### src/kbcond_pkg.sv
// Shared timing constants and index codes for the keyboard key-conditioning block
package kbcond_pkg;
   localparam longint CLK_HZ          = 64'd25_000_000;
   localparam longint CLK_PERIOD_NS   = 64'd40;
   localparam longint KEY_HOLD_MS     = 64'd10;
   localparam longint FIRST_STEP_MS   = 64'd10;
   localparam longint REPEAT_DELAY_MS = 64'd330;
   localparam longint REPEAT_HZ       = 64'd20;
   localparam longint STEP_PULSE_NS   = 64'd2500;
   localparam longint VIEW_MIN_S      = 64'd60;
   localparam longint VIEW_MAX_S      = 64'd120;
   localparam longint VIEW_S          = 64'd90;
   localparam longint BLINK_HALF_MS   = 64'd250;
   localparam int     WARN_BLINKS     = 7;

   // Least times round up, periods round down
   localparam longint KEY_HOLD_CYC     = (KEY_HOLD_MS * CLK_HZ + 64'd999) / 64'd1000;
   localparam longint FIRST_STEP_CYC   = (FIRST_STEP_MS * CLK_HZ) / 64'd1000;
   localparam longint REPEAT_DELAY_CYC = (REPEAT_DELAY_MS * CLK_HZ) / 64'd1000;
   localparam longint REPEAT_TICK_CYC  = CLK_HZ / REPEAT_HZ;
   localparam longint STEP_PULSE_CYC   = (STEP_PULSE_NS + CLK_PERIOD_NS - 64'd1) / CLK_PERIOD_NS;
   localparam longint VIEW_CYC         = VIEW_S * CLK_HZ;
   localparam longint VIEW_MIN_CYC     = VIEW_MIN_S * CLK_HZ;
   localparam longint VIEW_MAX_CYC     = VIEW_MAX_S * CLK_HZ;
   localparam longint BLINK_HALF_CYC   = (BLINK_HALF_MS * CLK_HZ) / 64'd1000;

   // Cursor key index
   localparam int CUR_LEFT  = 0;
   localparam int CUR_RIGHT = 1;
   localparam int CUR_DOWN  = 2;
   localparam int UPWARD_FLAG    = 3;
   localparam int N_CUR     = 4;
   localparam int N_DLY     = 5;

   typedef enum logic [1:0] {
      VW_VIEW,
      VW_WARN,
      VW_HOLD
   } kbcond_view_t;
endpackage

### src/kbcond_top.sv
// Keyboard key conditioning: delayed keys, cursor stepping with repeat, view/hold timer
`timescale 1ns/1ps
`default_nettype none
module kbcond_top
   import kbcond_pkg::*;
#(
   parameter int unsigned KEY_HOLD     = 32'(KEY_HOLD_CYC),
   parameter int unsigned FIRST_STEP   = 32'(FIRST_STEP_CYC),
   parameter int unsigned REPEAT_DELAY = 32'(REPEAT_DELAY_CYC),
   parameter int unsigned REPEAT_TICK  = 32'(REPEAT_TICK_CYC),
   parameter int unsigned VIEW_PERIOD  = 32'(VIEW_CYC),
   parameter int unsigned BLINK_HALF   = 32'(BLINK_HALF_CYC),
   parameter bit          CHECK_RANGE  = 1'b1
) (
   // Clock and reset
   input  wire logic i_clk,
   input  wire logic i_rst,
   // Delayed keys, active low
   input  wire logic i_margin_shift_button_n,
   input  wire logic i_edit_key_in_n,
   input  wire logic i_full_duplex_key_in_n,
   input  wire logic i_send_key_in_n,
   input  wire logic i_break_key_in_n,
   // Cursor keys, active low
   input  wire logic i_left_arrow_key_in_n,
   input  wire logic i_right_arrow_key_in_n,
   input  wire logic i_down_arrow_key_in_n,
   input  wire logic i_up_arrow_key_in_n,
   // View control, same clock domain
   input  wire logic i_view_restart,
   input  wire logic i_compose_mode,
   // Delayed key outputs, active low
   output logic      o_margin_shift_button_n,
   output logic      o_edit_key_in_n,
   output logic      o_full_duplex_key_in_n,
   output logic      o_send_key_in_n,
   output logic      o_break_key_in_n,
   // Cursor outputs
   output logic      o_x_step_pulse_n,
   output logic      o_y_step_pulse_n,
   output logic      o_leftward_flag,
   output logic      o_upward_flag,
   // View/hold outputs
   output logic      o_hold_n,
   output logic      o_view,
   output logic      o_viewing_lamp
);
   localparam int unsigned PULSE_CYC = 32'(STEP_PULSE_CYC);

   // A repeat fire inside a running step pulse would merge two steps into one
   if (FIRST_STEP < 1 || REPEAT_DELAY <= FIRST_STEP + PULSE_CYC || REPEAT_TICK <= PULSE_CYC || BLINK_HALF < 1) begin
      $error("Cursor or blink timing parameters out of range");
   end
   if (CHECK_RANGE && (longint'(VIEW_PERIOD) < VIEW_MIN_CYC || longint'(VIEW_PERIOD) > VIEW_MAX_CYC)) begin
      $error("VIEW_PERIOD outside the 60 to 120 s window");
   end

   // Delayed keys
   logic [N_DLY-1:0] dly_in_n;
   logic [N_DLY-1:0] dly_out_n;
   logic [N_CUR-1:0] cur_in_n;
   logic [N_CUR-1:0] cur_sync_n;
   logic [N_CUR-1:0] held;

   assign dly_in_n = {i_break_key_in_n, i_send_key_in_n, i_full_duplex_key_in_n,
                      i_edit_key_in_n, i_margin_shift_button_n};
   assign cur_in_n = {i_up_arrow_key_in_n, i_down_arrow_key_in_n,
                      i_right_arrow_key_in_n, i_left_arrow_key_in_n};

   genvar g;
   generate
      for (g = 0; g < N_DLY; g++) begin : g_dly
         kbcond_key_stretch #(.HOLD_CYC(KEY_HOLD)) u_dly (
            .i_clk       (i_clk),
            .i_rst       (i_rst),
            .i_key_n     (dly_in_n[g]),
            .o_sync_n    (),
            .o_stretch_n (dly_out_n[g])
         );
      end
      for (g = 0; g < N_CUR; g++) begin : g_cur
         kbcond_key_stretch #(.HOLD_CYC(1)) u_cur (
            .i_clk       (i_clk),
            .i_rst       (i_rst),
            .i_key_n     (cur_in_n[g]),
            .o_sync_n    (cur_sync_n[g]),
            .o_stretch_n ()
         );
      end
   endgenerate

   always_ff @(posedge i_clk or posedge i_rst) begin
      if (i_rst) begin
         o_margin_shift_button_n <= 1'b1;
         o_edit_key_in_n         <= 1'b1;
         o_full_duplex_key_in_n  <= 1'b1;
         o_send_key_in_n         <= 1'b1;
         o_break_key_in_n        <= 1'b1;
      end else begin
         o_margin_shift_button_n <= dly_out_n[0];
         o_edit_key_in_n         <= dly_out_n[1];
         o_full_duplex_key_in_n  <= dly_out_n[2];
         o_send_key_in_n         <= dly_out_n[3];
         o_break_key_in_n        <= dly_out_n[4];
      end
   end

   // Cursor press detection and timers
   logic             any_held;
   logic             any_held_d_r;
   logic             press;
   logic [N_CUR-1:0] latch_r;
   logic             first_run_r;
   logic [31:0]      first_cnt_r;
   logic             rep_wait_r;
   logic [31:0]      rep_cnt_r;
   logic             rep_arm_r;
   logic [31:0]      tick_cnt_r;
   logic             tick;
   logic             fire;
   logic [N_CUR-1:0] fire_dir;
   logic [31:0]      pulse_cnt_r;

   assign held     = ~cur_sync_n;
   assign any_held = |held;
   assign press    = any_held & ~any_held_d_r;
   assign tick     = (tick_cnt_r == 32'h0000_0000);

   always_ff @(posedge i_clk or posedge i_rst) begin
      if (i_rst) begin
         tick_cnt_r <= 32'h0000_0000;
      end else if (tick) begin
         tick_cnt_r <= REPEAT_TICK - 32'h0000_0001;
      end else begin
         tick_cnt_r <= tick_cnt_r - 32'h0000_0001;
      end
   end

   always_ff @(posedge i_clk or posedge i_rst) begin
      if (i_rst) begin
         any_held_d_r <= 1'b0;
         latch_r      <= '0;
         first_run_r  <= 1'b0;
         first_cnt_r  <= 32'h0000_0000;
      end else begin
         any_held_d_r <= any_held;
         if (press) begin
            latch_r     <= held;
            first_run_r <= 1'b1;
            first_cnt_r <= FIRST_STEP - 32'h0000_0001;
         end else if (first_run_r) begin
            if (first_cnt_r == 32'h0000_0000)
               first_run_r <= 1'b0;
            else
               first_cnt_r <= first_cnt_r - 32'h0000_0001;
         end
      end
   end

   always_ff @(posedge i_clk or posedge i_rst) begin
      if (i_rst) begin
         rep_wait_r <= 1'b0;
         rep_cnt_r  <= 32'h0000_0000;
         rep_arm_r  <= 1'b0;
      end else if (press) begin
         rep_wait_r <= 1'b1;
         rep_cnt_r  <= REPEAT_DELAY - 32'h0000_0001;
         rep_arm_r  <= 1'b0;
      end else if (!any_held) begin
         rep_wait_r <= 1'b0;
         rep_arm_r  <= 1'b0;
      end else if (rep_wait_r) begin
         if (rep_cnt_r == 32'h0000_0000) begin
            rep_wait_r <= 1'b0;
            rep_arm_r  <= 1'b1;
         end else begin
            rep_cnt_r <= rep_cnt_r - 32'h0000_0001;
         end
      end
   end

   // First step uses the latched key; repeats need the key still held
   always_comb begin
      fire     = 1'b0;
      fire_dir = '0;
      if (first_run_r && first_cnt_r == 32'h0000_0000) begin
         fire     = 1'b1;
         fire_dir = latch_r;
      end else if (rep_arm_r && tick && |(held & latch_r)) begin
         fire     = 1'b1;
         fire_dir = held & latch_r;
      end
   end

   always_ff @(posedge i_clk or posedge i_rst) begin
      if (i_rst) begin
         pulse_cnt_r      <= 32'h0000_0000;
         o_x_step_pulse_n <= 1'b1;
         o_y_step_pulse_n <= 1'b1;
         o_leftward_flag  <= 1'b0;
         o_upward_flag    <= 1'b0;
      end else if (fire) begin
         pulse_cnt_r      <= PULSE_CYC - 32'h0000_0001;
         o_x_step_pulse_n <= ~(fire_dir[CUR_LEFT] | fire_dir[CUR_RIGHT]);
         o_y_step_pulse_n <= ~(fire_dir[CUR_DOWN] | fire_dir[UPWARD_FLAG]);
         o_leftward_flag  <= fire_dir[CUR_LEFT];
         o_upward_flag    <= fire_dir[UPWARD_FLAG];
      end else if (pulse_cnt_r != 32'h0000_0000) begin
         pulse_cnt_r <= pulse_cnt_r - 32'h0000_0001;
      end else begin
         o_x_step_pulse_n <= 1'b1;
         o_y_step_pulse_n <= 1'b1;
         o_leftward_flag  <= 1'b0;
         o_upward_flag    <= 1'b0;
      end
   end

   // View/hold timer
   kbcond_view_t view_st_r;
   logic [31:0]  view_cnt_r;
   logic [31:0]  blink_cnt_r;
   logic [3:0]   blink_half_r;

   always_ff @(posedge i_clk or posedge i_rst) begin
      if (i_rst) begin
         view_st_r    <= VW_VIEW;
         view_cnt_r   <= VIEW_PERIOD;
         blink_cnt_r  <= 32'h0000_0000;
         blink_half_r <= 4'h0;
      end else if (i_view_restart || i_compose_mode) begin
         view_st_r    <= VW_VIEW;
         view_cnt_r   <= VIEW_PERIOD;
         blink_half_r <= 4'h0;
      end else begin
         case (view_st_r)
            VW_VIEW: begin
               if (view_cnt_r <= 32'h0000_0001) begin
                  view_st_r    <= VW_WARN;
                  blink_cnt_r  <= BLINK_HALF - 32'h0000_0001;
                  blink_half_r <= 4'h0;
               end else begin
                  view_cnt_r <= view_cnt_r - 32'h0000_0001;
               end
            end
            VW_WARN: begin
               if (blink_cnt_r != 32'h0000_0000) begin
                  blink_cnt_r <= blink_cnt_r - 32'h0000_0001;
               end else if (blink_half_r == 4'(2 * WARN_BLINKS - 1)) begin
                  view_st_r <= VW_HOLD;
               end else begin
                  blink_half_r <= blink_half_r + 4'h1;
                  blink_cnt_r  <= BLINK_HALF - 32'h0000_0001;
               end
            end
            VW_HOLD: view_st_r <= VW_HOLD;
            default: view_st_r <= VW_VIEW;
         endcase
      end
   end

   // Lamp goes dark on even half periods of the warning
   always_ff @(posedge i_clk or posedge i_rst) begin
      if (i_rst) begin
         o_hold_n       <= 1'b1;
         o_view         <= 1'b1;
         o_viewing_lamp <= 1'b1;
      end else begin
         o_hold_n       <= (view_st_r != VW_HOLD);
         o_view         <= (view_st_r != VW_HOLD);
         o_viewing_lamp <= (view_st_r == VW_VIEW) ||
                           (view_st_r == VW_WARN && blink_half_r[0]);
      end
   end
endmodule
`default_nettype wire

### src/kbcond_key_stretch.sv
// Key input synchroniser with release-delay stretcher
`timescale 1ns/1ps
`default_nettype none
module kbcond_key_stretch #(
   parameter int unsigned HOLD_CYC = 250000
) (
   // Clock and reset
   input  wire logic i_clk,
   input  wire logic i_rst,
   // Key line, active low, asynchronous
   input  wire logic i_key_n,
   // Conditioned outputs
   output logic      o_sync_n,
   output logic      o_stretch_n
);
   localparam int CW = $clog2(HOLD_CYC + 1);

   if (HOLD_CYC < 1) begin
      $error("HOLD_CYC must be at least 1");
   end

   logic          meta_r;
   logic [CW-1:0] cnt_r;

   always_ff @(posedge i_clk or posedge i_rst) begin
      if (i_rst) begin
         meta_r   <= 1'b1;
         o_sync_n <= 1'b1;
      end else begin
         meta_r   <= i_key_n;
         o_sync_n <= meta_r;
      end
   end

   // Low while pressed, then low for HOLD_CYC more cycles
   always_ff @(posedge i_clk or posedge i_rst) begin
      if (i_rst) begin
         cnt_r       <= '0;
         o_stretch_n <= 1'b1;
      end else if (!o_sync_n) begin
         cnt_r       <= CW'(HOLD_CYC);
         o_stretch_n <= 1'b0;
      end else if (cnt_r > CW'(1)) begin
         cnt_r <= cnt_r - CW'(1);
      end else begin
         cnt_r       <= '0;
         o_stretch_n <= 1'b1;
      end
   end
endmodule
`default_nettype wire

### config.mk
export PLATFORM = sky130hd
export DESIGN_NAME = kbcond_top
export DESIGN_NICKNAME = d
export VERILOG_FILES = /design/src/kbcond_pkg.sv /design/src/kbcond_top.sv /design/src/kbcond_key_stretch.sv
export SDC_FILE = /design/constraint.sdc
export NUM_CORES = 1
export LEC_CHECK = 0
export BUFFER_PORTS_ARGS = -buffer_cell sky130_fd_sc_hd__buf_2
export CORE_MARGIN = 2
export CORE_UTILIZATION = 45
export CTS_CLUSTER_DIAMETER = 200
export DETAILED_ROUTE_END_ITERATION = 16
export PLACE_DENSITY_LB_ADDON = 0.08
export SYNTH_ARGS = -nofsm -noshare
export SYNTH_HDL_FRONTEND = slang
export SYNTH_SLANG_ARGS = --single-unit
### constraint.sdc
create_clock -name i_clk -period 11.4 [get_ports i_clk]
set_clock_uncertainty 0.15 [all_clocks]
set_input_delay 1.14 -clock i_clk [delete_from_list [all_inputs] [get_ports i_clk]]
set_output_delay 1.14 -clock i_clk [all_outputs]
set_load 0.02 [all_outputs]
==> results of run 1 <==
## routing by layer
metal | vias up | share of wire | global-route usage
li1 | 5952 | - | -
met1 | 5818 | 0.50 | 0.253
met2 | 125 | 0.45 | 0.282
met3 | 53 | 0.030 | 0.0305
met4 | 0 | 0.019 | 0.0513
met5 | - | 0 | 0
## cells in the mapped netlist, drive strengths merged (13+ instances only)
cell type,number,area share
nand3,57,0.017
xor2,78,0.042
or4,45,0.021
nor2,228,0.053
a21oi,52,0.016
o31ai,22,0.011
inv,44,0.010
nand2,110,0.025
nand4,29,0.011
nor3,107,0.033
dfstp,42,0.068
ha,28,0.021
dfrtp,288,0.44
clkbuf,50,0.011
xnor2,109,0.058
or2,13,0.0050
nor4,68,0.029
or3,69,0.026
nand2b,20,0.0077
nand4b,13,0.0079
o21ai,75,0.024
## where the power goes
part / internal, mW / leakage (nW) / switching (mW)
Clock: 0.786 / 0.652 / 0.476
Combinational: 0.111 / 2.81 / 0.164
Sequential: 1.25 / 4.03 / 0.0701
Total: 2.14 / 7.49 / 0.710
## worst paths after layout
path,from,end
worst min register to register,g_dly[2].u_dly.meta_r,g_dly[2].u_dly.o_sync_n
worst max-delay path,blink_cnt_r[11],blink_cnt_r[24]
max in group asynchronous,i_rst,rep_cnt_r[28]
min in group asynchronous,i_rst,blink_cnt_r[25]
worst min-delay path,g_dly[2].u_dly.meta_r,g_dly[2].u_dly.o_sync_n
worst max register to register,blink_cnt_r[11],blink_cnt_r[24]
## kinds of logic (layout without fill, tap and decap cells)
family | after synthesis | after routing | share of synthesized area
AND/OR/NAND/NOR | 818 | 818 | 0.265
flip-flops | 330 | 330 | 0.509
AO/OA/AOI/OAI | 194 | 194 | 0.0729
XOR/XNOR | 187 | 187 | 0.100
buffers and inverters | 106 | 148 | 0.0254
adder cells (fa/ha/maj) | 28 | 28 | 0.0215
multiplexers | 10 | 10 | 0.00621
## placed cells by master, fill, tap and decap left out, types with 20 or more instances in the layout
cell | synthesis | routed
a21oi_1 | 52 | 52
buf_2 | 8 | 24
clkbuf_16 | 0 | 41
dfrtp_1 | 288 | 288
dfstp_2 | 42 | 42
ha_1 | 28 | 28
inv_1 | 44 | 43
nand2_1 | 109 | 109
nand2b_1 | 20 | 20
nand3_1 | 57 | 57
nand4_1 | 28 | 28
nor2_1 | 227 | 227
nor3_1 | 106 | 106
nor4_1 | 63 | 62
o21ai_0 | 73 | 73
o31ai_1 | 20 | 20
or3_1 | 69 | 69
or4_1 | 43 | 43
xnor2_1 | 109 | 109
xor2_1 | 78 | 78
## layout make-up
type                       count  area, sq um
fill                        3256        17500
inverter                      44          173
multi-input combinational   1237         7610
clock inverter                 5         75.1
tap                          461          577
clock buffer                  65         1250
sequential                   330         8310
timing repair buffer          34          195
## state kept, by name, summed over array words and instances (netlist names), 5 cells and up
signal / cells
blink_cnt_r: 32
tick_cnt_r: 32
g_dly.u_dly.meta_r: 5
first_cnt_r: 32
g_dly.u_dly.cnt_r: 90
pulse_cnt_r: 32
g_dly.u_dly.o_stretch_n: 5
view_cnt_r: 32
g_dly.u_dly.o_sync_n: 5
rep_cnt_r: 32
## worst max-delay path, cell delays in order (launching register included)
cell,delay (ns)
dfrtp_1,0.39
or4_1,0.68
nor4_4,0.41
nand4_1,0.25
a211o_1,0.42
nor2_1,0.76
a21oi_1,0.10
==> run_results.csv, run 1 <==
group,metric,value,unit
sta,tns,0,ns
routing,drt-total-wl,32.4,mm
yosys,synth.net_count,1714,
placed_design,placed_cells,2106,
sta,holdWs,0.203,ns
global_route,grt_usage,0.178,
clock_network,cts_tree,"built",
yosys,synthCells,1673,
yosys,synthArstFlopShare,1.00,
sta,setup_viol,0,
global_route,grt_pass1_vias,11700,
setup_path,worstPathMaxFanout,13,
clock_network,clk_pin_slew,0.06,ns
sta,max_freq,300,MHz
clock_network,cts.path.max_buffers,3,
layout,layout.nets,1727,
hold_path,hold_class,"flop to flop",
placed_design,dp_hpwl,20.7,mm
sta,hold_viol_final,0,
yosys,synth_edf_count,0,
setup_path,rr_worst_depth,6,
floorplanning,die_area,37800,sq um
layout,design_area,18200,sq um
sta,post-route-period-util,0.293,
sta,slew_headroom,0.248,
global_route,grt_pass1_wl,57.5,mm
clock_network,cts_sinks,330,
floorplanning,io_pins,25,
layout,drive_above_1_share,0.0968,
layout,fin_util,0.510,
yosys,synth-seq-area-share,0.509,
setup_path,startpoint_type,"flop",
routing,ant_nets,0,
layout,syn_to_final_growth,11.4,%
placed_design,io_buffers,24,
placed_design,dpl_cell_area,16900,sq um
pwr,power-per-cell-area,157,nW/um^2
setup_path,critPathKind,"flop to flop",
setup_path,crit_path_end_kind,"flop",
sta,report.final.slew_viol_count,0,
sta,fin_ws,8.06,ns
floorplanning,core-area,35700,sq um
pwr,ir_worst_vdd,0.0975,mV
placed_design,place_congestion,0.785,
clock_network,post-cts-setup-buffers,0,
yosys,postSynthAreaPerCell,9.76,sq um
sta,tightestPinTransition,1.11,ns
sta,rsz0062_at_grt,"false",
routing,vias,11900,
global_route,grt_max_degree,114,
clock_network,numCtsBuffers,39,
global_route,antenna_found_initial,0,
routing,first_pass_iters,4,
yosys,synthFlopType,"dfrtp_1",
clock_network,cts_hold_buffers,0,
layout,finalNonFillerCells,2176,
floorplanning,rows,69,
yosys,yosys_register_bits,330,
routing,vias_per_cell,5.49,
floorplanning,chipWidth,194,microns
clock_network,clk_latency,0.53,ns
yosys,ys_types,65,
pwr,power,2.86,mW
routing,drtIter0Drc,662,
yosys,yosysWarnings,0,
clock_network,post_cts_resized,0,
clock_network,root_buffer,"clkbuf_16",
setup_path,r2r_slack,8.06,ns
clock_network,htree_levels,2,
layout,insertedDiodeCount,0,
sta,period_needed,3.34,ns
pwr,leakage,7.49,nW
routing,wl_per_cell,14.9,microns
yosys,synth_area,16300,sq um
outcome,status,"completed",
floorplanning,initial_core_util,0.458,
setup_path,arrival,3.54,ns
placed_design,dp_slack,8.04,ns
floorplanning,fp.dieH,194,microns
setup_path,required,11.61,ns
run,cap_viol_max_count,0,
routing,drc,0,
global_route,grt_overflow_total,0,
hold_path,hold_depth,0,
Note: power is estimated with default switching activity, not from simulation.
==> run 2: changes to the inputs <==
clock period = 3.37 ns   (was 11.4 ns; I/O delays follow)
==> run 2 against run 1 <==
- clock power increased to 3.6 times the previous value
- via count increased by 0.46%
- first-iteration DRC count decreased by 13%
- total power increased to 3.5 times the previous value
- sequential power increased to 3.4 times the previous value
- critical path depth increased by 1
- flip-flop and latch count unchanged
- register-to-register slack got worse by 7.7 ns
- largest cell class unchanged
- largest power group is now clock
- highest routed layer unchanged
==> run_results.csv, run 2 (same netlist as run 1, synthesis figures left out) <==
group,metric,value,unit
sta,rsz0062_at_grt,"false",
layout,insertedDiodeCount,0,
layout,final_cell_mix,"dfrtp_1 (288), nor2_1 (227), xnor2_1 (109), nand2_1 (109), nor3_1 (106)",
clock_network,htree_levels,2,
pwr,power,9.98,mW
setup_path,critPathTopFamily,"simple AND/OR/NAND/NOR gates",
floorplanning,fp.dieH,194,microns
clock_network,cts.path.max_buffers,3,
run,cap_viol_max_count,0,
layout,largest_register_ffs,90,
setup_path,arrival,3.33,ns
global_route,grt_usage,0.182,
clock_network,root_buffer,"clkbuf_16",
placed_design,place_congestion,0.771,
layout,seqCellArea,8310,sq um
clock_network,cts_hold_buffers,10,
sta,slew_headroom,0.462,
global_route,grt_overflow_total,0,
floorplanning,rows,69,
placed_design,io_buffers,24,
setup_path,required,3.70,ns
pwr,ir_worst_vdd,0.324,mV
clock_network,post_cts_resized,0,
routing,ant_nets,0,
clock_network,numCtsBuffers,39,
global_route,grt_pass1_vias,12000,
layout,design_area,18600,sq um
layout,final_common_cell,"dfrtp_1",
routing,drt-total-wl,32.7,mm
pwr,power-per-cell-area,537,nW/um^2
setup_path,crit_path_top_delay_cell,"or4_1",
sta,max_freq,333,MHz
setup_path,cp_num_buf_inv,1,
clock_network,clk_pin_slew,0.06,ns
setup_path,worstPathMaxFanout,22,
setup_path,max_stage_delay,0.68,ns
clock_network,cts_sinks,330,
layout,syn_to_final_growth,13.9,%
layout,multi_input_area,7610,sq um
global_route,grt_max_degree,88,
layout,layout.nets,1761,
outcome,status,"completed",
sta,post-route-period-util,0.891,
setup_path,crit_chain,"or3_1 > or4b_1 > or4_1 > o21ai_4 > buf_4 > nor3_1 > nor2_1",
hold_path,hold_class,"input port to flop",
routing,wl_per_cell,14.8,microns
routing,vias_per_cell,5.43,
clock_network,clk_latency,0.54,ns
global_route,antenna_found_initial,0,
sta,setup_viol,0,
global_route,grt_pass1_wl,58.5,mm
setup_path,crit_path_end_kind,"flop",
layout,drive_above_1_share,0.112,
sta,tightestPinTransition,0.806,ns
layout,n_fill_cell,3266,
setup_path,startpoint_type,"flop",
setup_path,critPathKind,"flop to flop",
placed_design,dpl_cell_area,17100,sq um
sta,period_needed,3.00,ns
routing,first_pass_iters,7,
floorplanning,core-area,35700,sq um
sta,tns,0,ns
layout,finalNonFillerCells,2210,
routing,vias,12000,
layout,regMostFlops,"g_dly.u_dly.cnt_r",
clock_network,cts_tree,"built",
floorplanning,chipWidth,194,microns
sta,report.final.slew_viol_count,0,
floorplanning,io_pins,25,
routing,drc,0,
placed_design,dp_hpwl,21.4,mm
pwr,leakage,7.71,nW
routing,drtIter0Drc,573,
floorplanning,initial_core_util,0.458,
clock_network,post-cts-setup-buffers,0,
sta,hold_viol_final,0,
placed_design,placed_cells,2130,
floorplanning,die_area,37800,sq um
run 2: metrics by stage:
step	worst slack [ns]	hold slack, ns	utilization
final	0.368	0.0386	0.522
after global routing	0.217	0.0346	0.522
after CTS	0.353	0.00412	0.522
after detailed placement	0.372	0.197	0.479
after global placement	0.388	0.196	0.479
after floorplan	-1.49	0.191	-
run 2: tightest hold or removal path: cells and delay by family:
| kind | cells | cell delay [ns] |
|---|---|---|
| buffers and inverters | 2 | 0.26 |
| AND/OR/NAND/NOR | 2 | 0.10 |
run 2: cell type report:
| type | instances | share of cell area |
|---|---|---|
| flip-flops and latches | 330 | 0.447 |
| multi-input cells | 1237 | 0.409 |
| clock buffers | 53 | 0.0614 |
| well taps | 461 | 0.0310 |
| repair buffers | 68 | 0.0283 |
| clock inverters | 17 | 0.0141 |
| inverters | 44 | 0.00908 |
run 2: worst paths after layout:
kind | to | from | cells past startpoint | slack [ns]
setup / recovery | o_y_step_pulse_n | tick_cnt_r[15] | 7 | 0.37
hold / removal | view_cnt_r[10] | i_view_restart | 4 | 0.04
setup reg to reg | o_y_step_pulse_n | tick_cnt_r[15] | 7 | 0.37
hold reg to reg | g_cur[0].u_cur.o_sync_n | g_cur[0].u_cur.meta_r | 0 | 0.20
max in group asynchronous | o_viewing_lamp | i_rst | 4 | 2.20
min in group asynchronous | pulse_cnt_r[22] | i_rst | 4 | 0.43
run 2: metal layers:
| metal | vias up | track usage | part of all wire |
|---|---|---|---|
| li1 | 6015 | - | - |
| met1 | 5824 | 0.258 | 0.51 |
| met2 | 121 | 0.285 | 0.44 |
| met3 | 43 | 0.0340 | 0.033 |
| met4 | 0 | 0.0536 | 0.020 |
| met5 | - | 0 | 0 |
run 2: report_power, final:
part	switching (mW)	total, mW	leakage [nW]	internal [mW]
combinational	0.564	0.965	2.99	0.401
sequential	0.241	4.46	4.03	4.22
clock	1.65	4.56	0.696	2.90
